## src/dpm_pkg.sv

```systemverilog
// shared constants and types for the drive power mode controller
package dpm_pkg;
  localparam int unsigned CLK_HZ = 40_000_000;
  // wake latencies, in milliseconds
  localparam int unsigned ACT_IDLE_WAKE_MS = 40;
  localparam int unsigned LP_IDLE_WAKE_MS  = 400;
  localparam int unsigned STBY_WAKE_MS     = 3000;
  localparam int unsigned CYC_PER_MS       = CLK_HZ / 1000;
  localparam int unsigned ACT_IDLE_WAKE_CYC = ACT_IDLE_WAKE_MS * CYC_PER_MS;
  localparam int unsigned LP_IDLE_WAKE_CYC  = LP_IDLE_WAKE_MS * CYC_PER_MS;
  localparam int unsigned STBY_WAKE_CYC     = STBY_WAKE_MS * CYC_PER_MS;
  // millisecond tick divider
  localparam logic [15:0] MS_DIV_LAST = 16'(CYC_PER_MS - 1);

  // protocol classes
  localparam logic [2:0] PROT_NONE     = 3'h0;
  localparam logic [2:0] PROT_PIO_IN   = 3'h1;
  localparam logic [2:0] PROT_PIO_OUT  = 3'h2;
  localparam logic [2:0] PROT_NON_DATA = 3'h3;
  localparam logic [2:0] PROT_DMA      = 3'h4;

  // head unload command codes
  localparam logic [7:0] CMD_FLUSH_CACHE = 8'hE7;
  localparam logic [7:0] CMD_STBY        = 8'hE2;
  localparam logic [7:0] CMD_STBY_ALT    = 8'h96;
  localparam logic [7:0] CMD_STBY_IMM    = 8'hE0;
  localparam logic [7:0] CMD_STBY_IMM_AL = 8'h94;
  localparam logic [7:0] CMD_SLEEP       = 8'hE6;
  localparam logic [7:0] CMD_SLEEP_ALT   = 8'h99;

  // adaptive idle window bounds and start value (ms), low power idle multiplier
  localparam logic [15:0] IDLE_WIN_MIN  = 16'h0005;
  localparam logic [15:0] IDLE_WIN_MAX  = 16'h1000;
  localparam logic [15:0] IDLE_WIN_INIT = 16'h0064;
  localparam logic [15:0] LP_IDLE_MULT  = 16'h0004;

  typedef enum logic [2:0] {
    PM_ACTIVE    = 3'b000,
    PM_PERF_IDLE = 3'b001,
    PM_ACT_IDLE  = 3'b010,
    PM_LP_IDLE   = 3'b011,
    PM_STANDBY   = 3'b100,
    PM_SLEEP     = 3'b101
  } dpm_mode_t;
endpackage : dpm_pkg

```

## src/dpm_ctrl.sv

```systemverilog
// drive power mode, head parking and command classification controller
`timescale 1ns/1ps
module dpm_ctrl (
  // clock and reset
  input  wire logic        mclk,
  input  wire logic        rst,
  // host command strobe from ata controller
  input  wire logic        cmd_valid,
  input  wire logic [7:0]  cmd_code,
  input  wire logic        soft_reset,
  input  wire logic        cmd_done,
  input  wire logic        cmd_pending,
  // background work
  input  wire logic        cache_flushing,
  input  wire logic        readahead_busy,
  // standby timer in ms, zero disables
  input  wire logic [15:0] stby_timer_ms,
  // ultra dma pin roles
  input  wire logic        udma_active,
  input  wire logic        udma_write,
  input  wire logic        pin_dior,
  input  wire logic        pin_diow,
  input  wire logic        dev_rdy_strobe,
  // ultra dma decoded
  output logic             host_strobe,
  output logic             host_ready,
  output logic             host_stop,
  output logic             iordy_out,
  // classification
  output logic [2:0]       cmd_prot,
  output logic             cmd_vendor,
  // power domains
  output logic             spindle_on,
  output logic             heads_loaded,
  output logic             elec_full_on,
  output logic             elec_iface_on,
  output logic             wake_busy,
  output logic [2:0]       pm_mode
);

  typedef struct packed {
    dpm_pkg::dpm_mode_t mode;
    logic [15:0] ms_div;
    logic [15:0] idle_ms;
    logic [15:0] stby_ms;
    logic [15:0] win;
    logic [15:0] gap_ms;
    logic [31:0] wake_cnt;
    logic        wake;
    logic        unload_req;
    logic [2:0]  prot;
    logic        vendor;
    logic        h_strobe;
    logic        h_ready;
    logic        h_stop;
    logic        iordy;
    logic        spin;
    logic        heads;
    logic        full;
    logic        iface;
  } dpm_state_t;

  dpm_state_t st_ff;
  dpm_state_t nxt_st;

  // returns {vendor, class}
  function automatic logic [3:0] classify(input logic [7:0] c);
    logic [3:0] r;
    r = {1'b0, dpm_pkg::PROT_NON_DATA};
    unique casez (c)
      8'h20, 8'h21, 8'h22, 8'h23, 8'hC4, 8'hE4, 8'hEC, 8'hB0:
        r = {1'b0, dpm_pkg::PROT_PIO_IN};
      8'h30, 8'h31, 8'h32, 8'h33, 8'h3C, 8'h50, 8'hC5, 8'hE8,
      8'hF1, 8'hF2, 8'hF4, 8'hF6:
        r = {1'b0, dpm_pkg::PROT_PIO_OUT};
      8'hC8, 8'hC9, 8'hCA, 8'hCB, 8'hEE:
        r = {1'b0, dpm_pkg::PROT_DMA};
      8'hF7, 8'hF8, 8'hF9:
        r = {1'b1, dpm_pkg::PROT_NON_DATA};
      8'h1?, 8'h7?, 8'h40, 8'h41, 8'h90, 8'h91, 8'h94, 8'h95, 8'h96,
      8'h97, 8'h98, 8'h99, 8'hC6, 8'hE0, 8'hE1, 8'hE2, 8'hE3, 8'hE5,
      8'hE6, 8'hE7, 8'hEF, 8'hF3, 8'hF5:
        r = {1'b0, dpm_pkg::PROT_NON_DATA};
      default: r = {1'b0, dpm_pkg::PROT_NONE};
    endcase
    return r;
  endfunction

  function automatic logic is_unload(input logic [7:0] c);
    return c == dpm_pkg::CMD_FLUSH_CACHE || c == dpm_pkg::CMD_STBY ||
           c == dpm_pkg::CMD_STBY_ALT || c == dpm_pkg::CMD_STBY_IMM ||
           c == dpm_pkg::CMD_STBY_IMM_AL || c == dpm_pkg::CMD_SLEEP ||
           c == dpm_pkg::CMD_SLEEP_ALT;
  endfunction

  function automatic logic is_sleep(input logic [7:0] c);
    return c == dpm_pkg::CMD_SLEEP || c == dpm_pkg::CMD_SLEEP_ALT;
  endfunction

  function automatic logic is_stby(input logic [7:0] c);
    return c == dpm_pkg::CMD_STBY || c == dpm_pkg::CMD_STBY_ALT ||
           c == dpm_pkg::CMD_STBY_IMM || c == dpm_pkg::CMD_STBY_IMM_AL;
  endfunction

  function automatic logic [15:0] sat_inc(input logic [15:0] v);
    return (v == 16'hFFFF) ? v : v + 16'h0001;
  endfunction

  logic       tick;
  logic       busy;
  logic [3:0] cls;
  logic [16:0] lp_lim;

  always_comb begin
    nxt_st = st_ff;
    tick   = st_ff.ms_div == dpm_pkg::MS_DIV_LAST;
    busy   = cmd_pending || cache_flushing || readahead_busy;
    cls    = classify(cmd_code);
    lp_lim = 17'(st_ff.win) * 17'(dpm_pkg::LP_IDLE_MULT);
    nxt_st.ms_div = tick ? 16'h0000 : st_ff.ms_div + 16'h0001;

    // role swap only while an ultra dma burst is live
    if (udma_active && udma_write) begin
      nxt_st.h_strobe = pin_dior;
      nxt_st.h_stop   = pin_diow;
      nxt_st.h_ready  = 1'b0;
      nxt_st.iordy    = dev_rdy_strobe;
    end else if (udma_active) begin
      nxt_st.h_ready  = pin_dior;
      nxt_st.h_stop   = pin_diow;
      nxt_st.h_strobe = 1'b0;
      nxt_st.iordy    = dev_rdy_strobe;
    end else begin
      nxt_st.h_strobe = 1'b0;
      nxt_st.h_ready  = 1'b0;
      nxt_st.h_stop   = 1'b0;
      nxt_st.iordy    = 1'b1;
    end

    if (cmd_valid && st_ff.mode != dpm_pkg::PM_SLEEP) begin
      nxt_st.prot   = cls[2:0];
      nxt_st.vendor = cls[3];
    end

    if (tick) begin
      nxt_st.idle_ms = sat_inc(st_ff.idle_ms);
      nxt_st.stby_ms = sat_inc(st_ff.stby_ms);
      nxt_st.gap_ms  = sat_inc(st_ff.gap_ms);
    end
    if (st_ff.wake_cnt != 32'h0000_0000)
      nxt_st.wake_cnt = st_ff.wake_cnt - 32'h0000_0001;

    if (st_ff.mode == dpm_pkg::PM_SLEEP) begin
      // only rst leaves sleep; soft resets and commands are ignored here
      nxt_st.mode = dpm_pkg::PM_SLEEP;
    end else if (soft_reset) begin
      nxt_st.heads   = 1'b0;
      nxt_st.mode    = dpm_pkg::PM_PERF_IDLE;
      // perf idle always spins, even when soft reset lands in standby
      nxt_st.spin    = 1'b1;
      nxt_st.full    = 1'b1;
      nxt_st.iface   = 1'b1;
      nxt_st.idle_ms = 16'h0000;
    end else if (cmd_valid) begin
      // tight gaps shrink the window, long ones widen it
      if (st_ff.gap_ms < st_ff.win && st_ff.win > dpm_pkg::IDLE_WIN_MIN)
        nxt_st.win = st_ff.win - 16'h0001;
      else if (st_ff.gap_ms >= st_ff.win &&
               st_ff.win < dpm_pkg::IDLE_WIN_MAX)
        nxt_st.win = st_ff.win + 16'h0001;
      nxt_st.gap_ms  = 16'h0000;
      nxt_st.idle_ms = 16'h0000;
      nxt_st.stby_ms = 16'h0000;
      unique case (st_ff.mode)
        dpm_pkg::PM_ACT_IDLE:
          nxt_st.wake_cnt = 32'(dpm_pkg::ACT_IDLE_WAKE_CYC);
        dpm_pkg::PM_LP_IDLE:
          nxt_st.wake_cnt = 32'(dpm_pkg::LP_IDLE_WAKE_CYC);
        dpm_pkg::PM_STANDBY:
          nxt_st.wake_cnt = 32'(dpm_pkg::STBY_WAKE_CYC);
        default: nxt_st.wake_cnt = st_ff.wake_cnt;
      endcase
      nxt_st.mode  = dpm_pkg::PM_ACTIVE;
      nxt_st.spin  = 1'b1;
      nxt_st.full  = 1'b1;
      nxt_st.iface = 1'b1;
      nxt_st.heads = 1'b1;
      if (is_unload(cmd_code))
        nxt_st.unload_req = 1'b1;
      if (is_sleep(cmd_code)) begin
        nxt_st.mode  = dpm_pkg::PM_SLEEP;
        nxt_st.heads = 1'b0;
        nxt_st.spin  = 1'b0;
        nxt_st.full  = 1'b0;
        nxt_st.iface = 1'b0;
        nxt_st.unload_req = 1'b0;
      end else if (is_stby(cmd_code)) begin
        nxt_st.mode  = dpm_pkg::PM_STANDBY;
        nxt_st.heads = 1'b0;
        nxt_st.spin  = 1'b0;
        nxt_st.full  = 1'b0;
        nxt_st.unload_req = 1'b0;
      end
    end else begin
      unique case (st_ff.mode)
        dpm_pkg::PM_ACTIVE: begin
          nxt_st.idle_ms = 16'h0000;
          nxt_st.stby_ms = 16'h0000;
          if (cmd_done && !busy && st_ff.wake_cnt == 32'h0000_0000) begin
            nxt_st.mode = dpm_pkg::PM_PERF_IDLE;
            if (st_ff.unload_req) begin
              nxt_st.heads      = 1'b0;
              nxt_st.unload_req = 1'b0;
            end
          end
        end
        dpm_pkg::PM_PERF_IDLE: begin
          if (busy) nxt_st.mode = dpm_pkg::PM_ACTIVE;
          else if (st_ff.idle_ms >= st_ff.win) begin
            nxt_st.mode = dpm_pkg::PM_ACT_IDLE;
            nxt_st.full = 1'b0;
          end
        end
        dpm_pkg::PM_ACT_IDLE: begin
          if (busy) begin
            nxt_st.mode = dpm_pkg::PM_ACTIVE;
            nxt_st.full = 1'b1;
          end else if (17'(st_ff.idle_ms) >= lp_lim) begin
            nxt_st.mode  = dpm_pkg::PM_LP_IDLE;
            nxt_st.heads = 1'b0;
          end
        end
        default: ;
      endcase
      // standby timer runs from any idle state
      if (st_ff.mode != dpm_pkg::PM_ACTIVE &&
          st_ff.mode != dpm_pkg::PM_STANDBY && !busy &&
          stby_timer_ms != 16'h0000 && st_ff.stby_ms >= stby_timer_ms) begin
        nxt_st.mode  = dpm_pkg::PM_STANDBY;
        nxt_st.spin  = 1'b0;
        nxt_st.heads = 1'b0;
        nxt_st.full  = 1'b0;
        nxt_st.iface = 1'b1;
      end
    end
    nxt_st.wake = nxt_st.wake_cnt != 32'h0000_0000;
  end

  always_ff @(posedge mclk) begin
    if (rst) begin
      st_ff       <= '0;
      st_ff.mode  <= dpm_pkg::PM_PERF_IDLE;
      st_ff.win   <= dpm_pkg::IDLE_WIN_INIT;
      st_ff.iordy <= 1'b1;
      st_ff.spin  <= 1'b1;
      st_ff.heads <= 1'b1;
      st_ff.full  <= 1'b1;
      st_ff.iface <= 1'b1;
    end else begin
      st_ff <= nxt_st;
    end
  end

  assign host_strobe   = st_ff.h_strobe;
  assign host_ready    = st_ff.h_ready;
  assign host_stop     = st_ff.h_stop;
  assign iordy_out     = st_ff.iordy;
  assign cmd_prot      = st_ff.prot;
  assign cmd_vendor    = st_ff.vendor;
  assign spindle_on    = st_ff.spin;
  assign heads_loaded  = st_ff.heads;
  assign elec_full_on  = st_ff.full;
  assign elec_iface_on = st_ff.iface;
  assign wake_busy     = st_ff.wake;
  assign pm_mode       = st_ff.mode;

endmodule // dpm_ctrl

```

## config.mk

```make
export PLATFORM = sky130hd
export DESIGN_NAME = dpm_ctrl
export DESIGN_NICKNAME = d
export VERILOG_FILES = /design/src/dpm_pkg.sv /design/src/dpm_ctrl.sv
export SDC_FILE = /design/constraint.sdc
export NUM_CORES = 1
export LEC_CHECK = 0
export BUFFER_PORTS_ARGS = -buffer_cell sky130_fd_sc_hd__buf_4
export CORE_MARGIN = 5
export CORE_UTILIZATION = 35
export CTS_BUF_LIST = sky130_fd_sc_hd__clkbuf_2 sky130_fd_sc_hd__clkbuf_4 sky130_fd_sc_hd__clkbuf_8
export DETAILED_ROUTE_END_ITERATION = 6
export PLACE_DENSITY_LB_ADDON = 0.2
export SLEW_MARGIN = 10
export SYNTH_ARGS = -nofsm -noshare
export SYNTH_HDL_FRONTEND = slang
export SYNTH_SLANG_ARGS = --single-unit
```

## constraint.sdc

```tcl
create_clock -name mclk -period 8.3 [get_ports mclk]
set_clock_uncertainty 0.15 [all_clocks]
set_input_delay 0.83 -clock mclk [delete_from_list [all_inputs] [get_ports mclk]]
set_output_delay 0.83 -clock mclk [all_outputs]
set_load 0.02 [all_outputs]
```

# --- Word-level counts from Yosys, hierarchy flattened ---
# Cells that the tools add are included.
classes:
  n_bitwise: 3
  shifts: 0
  add_sub_neg: 7
  n_reduce_logical: 52
  n_mul: 0
  n_eq_ne: 76
  div_mod_pow: 0
  n_lt_le_gt_ge: 7
  mux: 51
ops:
  columns: ["cell", "count"]
  rows:
  - ["$eq 8x8->1 const B", 37]
  - ["$mux 32", 4]
  - ["$mux 16", 7]
  - ["$mux 96", 1]
  - ["$pmux 32 s3", 1]
  - ["$add 16x1->16 const B", 5]
  - ["$mux 80", 1]
  - ["$eq 8x6->1 const B", 9]
  - ["$eq 16x16->1 const B", 4]
  - ["$mux 64", 1]
  - ["$reduce_bool 32->1", 2]
  - ["$ge 16x16->1", 3]
  - ["$ne 5x5->1 const B", 9]
  - ["$mux 3", 14]
  - ["$logic_not 32->1", 1]
  - ["$sub 32x1->32 const B", 1]
  - ["$eq 8x7->1 const B", 3]
  - ["$reduce_or 23->1", 1]
  - ["$pmux 4 s5", 1]
  - ["$ge 16x17->1", 1]
  - ["$gt 16x3->1 const B", 1]
  - ["$lt 16x13->1 const B", 1]
  - ["$lt 16x16->1", 1]
  - ["$mux 4", 4]
  - ["33 further kinds", 83]
word_totals:
  mem_count: 0
  reg_bits: 129
  latchBits: 0
  inputBits: 37
  romBits: 0
  wordCells: 216
  out_inout_bits: 16
  mem_bits_rw: 0

# --- Longest topological paths before layout ---
depth:
  ltp_word: 11
  ltp_mapped: 19
  mapped_depth_nobuf: 19

# --- Worst setup path before layout ---
# No wires, ideal clock.
synth_timing:
  kind: "flip-flop to flip-flop"
  start: "register st_ff[63] (netlist bit)"
  end: "register st_ff[77] (netlist bit)"
  synth_period_minus_slack_ps: 3867
  t_required_ps: 8080
  slack_ps: 4433
  path_stages_with_launch: 20
  setup_time_ps: 70
  arrival_ps: 3646
  path_buffers: 0
  path_cell_list: "dfxtp_1 inv_1 ha_1 nor2b_1 o21a_1 o21a_1 o21bai_1 a21o_1 nand3_1 inv_1 ha_1 a21o_1 a21oi_1 o21bai_1 a21boi_0 o211ai_1 a31oi_1 nand2_1 a31o_2 a21oi_1"
synth_via:
  elab_chain_len: 4
  word_cells_on_any_way: 12
  classes_between: "add/sub (2); order compare (4); mux (2); reduce/logical (4)"
synth_rtl:
  columns: ["item", "line", "source"]
  rows:
  - ["start, declared", "dpm_ctrl.sv:63", "dpm_state_t st_ff;"]
  - ["start signal, assigned", "dpm_ctrl.sv:260", "st_ff <= nxt_st;"]
  - ["$lt 16x16->1 (tied with other cells)", "dpm_ctrl.sv:166", "if (st_ff.gap_ms < st_ff.win && st_ff.win > dpm_pkg::IDLE_WIN_MIN)"]
  - ["$logic_and 1x1->1 (on tied branches)", "dpm_ctrl.sv:166, dpm_ctrl.sv:168", null]
  - ["$reduce_bool 2->1 (no line)", null, null]
  - ["$reduce_and 4->1 (no line)", null, null]
# Parallel ways exist; a longest one is shown, timed or not. The select of a mux whose other input is x is not followed.
# A chain may end at the register's enable or synchronous reset.

# --- Final worst setup path ---
layout_timing:
  start: "register st_ff[71] (netlist bit)"
  end: "register st_ff[77] (netlist bit)"
# Same word-level chain as after synthesis.

==> metrics <==
run status completed; Fmax 0.217 GHz; final setup vio count 0; Synth Register Bits 129; Data arrival, critical path 4850 ps; CTS tree built; Die X 170 microns; largest net degree at the start of global routing 54; final wirelength 23,800 microns; reg2reg end st_ff[77]; R2R depth 19; Overflow after GRT 0; Post-DP HPWL 17,700 microns; clk_lat worst skew 460 ps; Async SR Flop Fraction 0%; RePlAce Congestion 0.848; setup TNS 0 ps; synth warn 0; post-DR wirelength/cell 15.6 microns; distinct cell type count after synthesis 70; Ant. Diodes 0; vias in the first global route 7,919; period utilisation layout 55.6%; Ports 53; fin nets 1,306; reg2reg setup slack 3680 ps; Crit Reg-Reg Startpoint st_ff[71]; vias per inst 5.44; First DRT Iteration DRCs 534; RSZ-0062 raised after global routing no; Syn Area/Cell 7.75 sq um; Power Total 2.25 mW; cts-stage hold buffer count 0; CTS Root Cell clkbuf_8; Critical Path RT 8530 ps; total CTS buffers 17; port bufs 52; Syn-to-layout area delta 11.2%; crit-path max FO 14; GRT Total Usage 16.4%; final hold vios 0; hold slack 315 ps; Finished Core Util 39.6%; P_leak 4.02 nW; Resized cells post-CTS 0; pre-CTS WS 3720 ps; Worst setup endpoint st_ff[77]; floorplan row count 58; crit path time final 4620 ps; startpoint class of the critical path flip-flop; placed cell count 1,496; number of post-CTS setup repair buffers 0; max cap viols 0; post-synthesis sequential area ratio 28.8%; Clock Sinks 129; Syn Std Cell Area 8960 sq um; Pins Over Slew Limit 0; PwrDens 226 nW/um^2; H-tree depth 4; routed vias 8,311; non-filler cells in the finished layout 1,528; Peak VDD IR 151 uV; Clock transition at path regs 70 ps; first-pass GRT wire length 39,300 microns; worst setup slack after layout 3680 ps; Post-synth EDFFs 0; worst slew pin tran 1150 ps; Synth Net Count 1,278; Mapped Cells 1,157; Post-DRT Antenna Nets 0; Worst slew margin 23.1%; Setup CP Type reg -> reg; Final Instance Area 9970 sq um; share of cells above drive strength 1 9.18%; die area 28,900 sq um; antenna violations before repair 0; DRC 0; Critical Path End Type flip-flop; initial core utilization 35.6%; CORE AREA 25,200 sq um; Critical Path Start st_ff[71]; die height 170 microns; placed inst area 9610 sq um; most frequent cells in the layout nor2_1 (157), dfxtp_1 (129), nand2_1 (89), ha_1 (83), inv_1 (64); clock buffer depth 2; ys flop type dfxtp_1; commonest non-fill, non-tap cell in the layout nor2_1; First-pass DRT Iterations 5; Hold/Removal Path Class reg -> reg
-- worst min path at each step --
stage	slack [ps]	endpoint	startpoint	cells past startpoint
6_report	310	st_ff[110]	st_ff[110]	1
5_1_grt	350	cmd_vendor	cmd_vendor	2
4_1_cts	320	st_ff[110]	st_ff[110]	1
3_5_place_dp	300	st_ff[110]	st_ff[110]	1
3_3_place_gp	300	st_ff[110]	st_ff[110]	1
2_1_floorplan	280	st_ff[110]	st_ff[110]	1
-- power by group --
group | switching, mW | internal, mW
combinational | 0.559 | 0.399
sequential | 0.0969 | 0.696
clock | 0.270 | 0.230
total | 0.926 | 1.33
-- worst max-delay path, stage by stage, from the launching register on --
cell	delay [ps]
dfxtp_1	380
inv_1	100
ha_1	300
a21oi_1	150
nor2b_1	50
o21ai_0	150
a21oi_1	80
o31ai_1	300
nand3_1	280
inv_1	450
ha_1	320
a21o_1	170
a21oi_1	240
o21bai_1	110
a21boi_0	410
o211ai_1	210
a31oi_1	240
nand2_1	100
a31o_2	240
a21oi_1	110
-- sequential cells by signal, summed over array words and instances (netlist names) --
name           cells
heads_loaded       1
host_ready         1
cmd_prot           3
iordy_out          1
elec_full_on       1
wake_busy          1
host_strobe        1
pm_mode            3
spindle_on         1
elec_iface_on      1
host_stop          1
st_ff            113
cmd_vendor         1
-- cells in the mapped netlist, drive strengths merged (5+ instances only) --
master,n,area share [%]
mux2i,14,1.6
nor2,158,6.6
and2,9,0.63
ha,83,12
a211oi,18,1.5
nand2,89,3.7
dfxtp,129,29
clkbuf,35,1.5
nor3,43,2.5
o21ai,52,2.9
or2,5,0.35
o21a,12,1.0
buf,12,0.80
xor2,35,3.4
nor2b,8,0.56
o31ai,10,0.84
nand2b,11,0.77
xnor2,31,3.0
or3,9,0.68
a31oi,16,1.1
a21o,19,1.6
nand3,54,3.0
or4b,5,0.60
nand4,34,2.4
or4,13,1.2
and3,20,1.4
inv,64,2.7
a21oi,57,3.2
nor4,28,2.0
o211ai,8,0.67
nand3b,5,0.42
-- cell families after synthesis --
| group | share of synthesized area [%] |
|---|---|
| fa+ha+maj | 11.8 |
| mux | 2.07 |
| buf+inv | 4.94 |
| xor+xnor | 6.45 |
| flops | 28.8 |
| simple gates | 28.0 |
| compound gates | 17.9 |
-- routing by layer --
layer | vias up | GRT usage [%] | routed length, microns
met3 | 33 | 2.72 | 694
met5 | - | 0 | 0
met1 | 3895 | 21.5 | 11400
li1 | 4259 | - | -
met2 | 124 | 27.2 | 11200
met4 | 0 | 6.08 | 565
-- area by class of cell --
type                            count  area (sq um)
Fill cell                        2626         15200
Multi-Input combinational cell    917          5950
Sequential cell                   129          2580
Timing Repair Buffer               56           420
Tap cell                          330           413
Clock buffer                       21           277
Inverter                           64           240
Clock inverter                     11          82.6
Power figures use the tool's default switching activity.
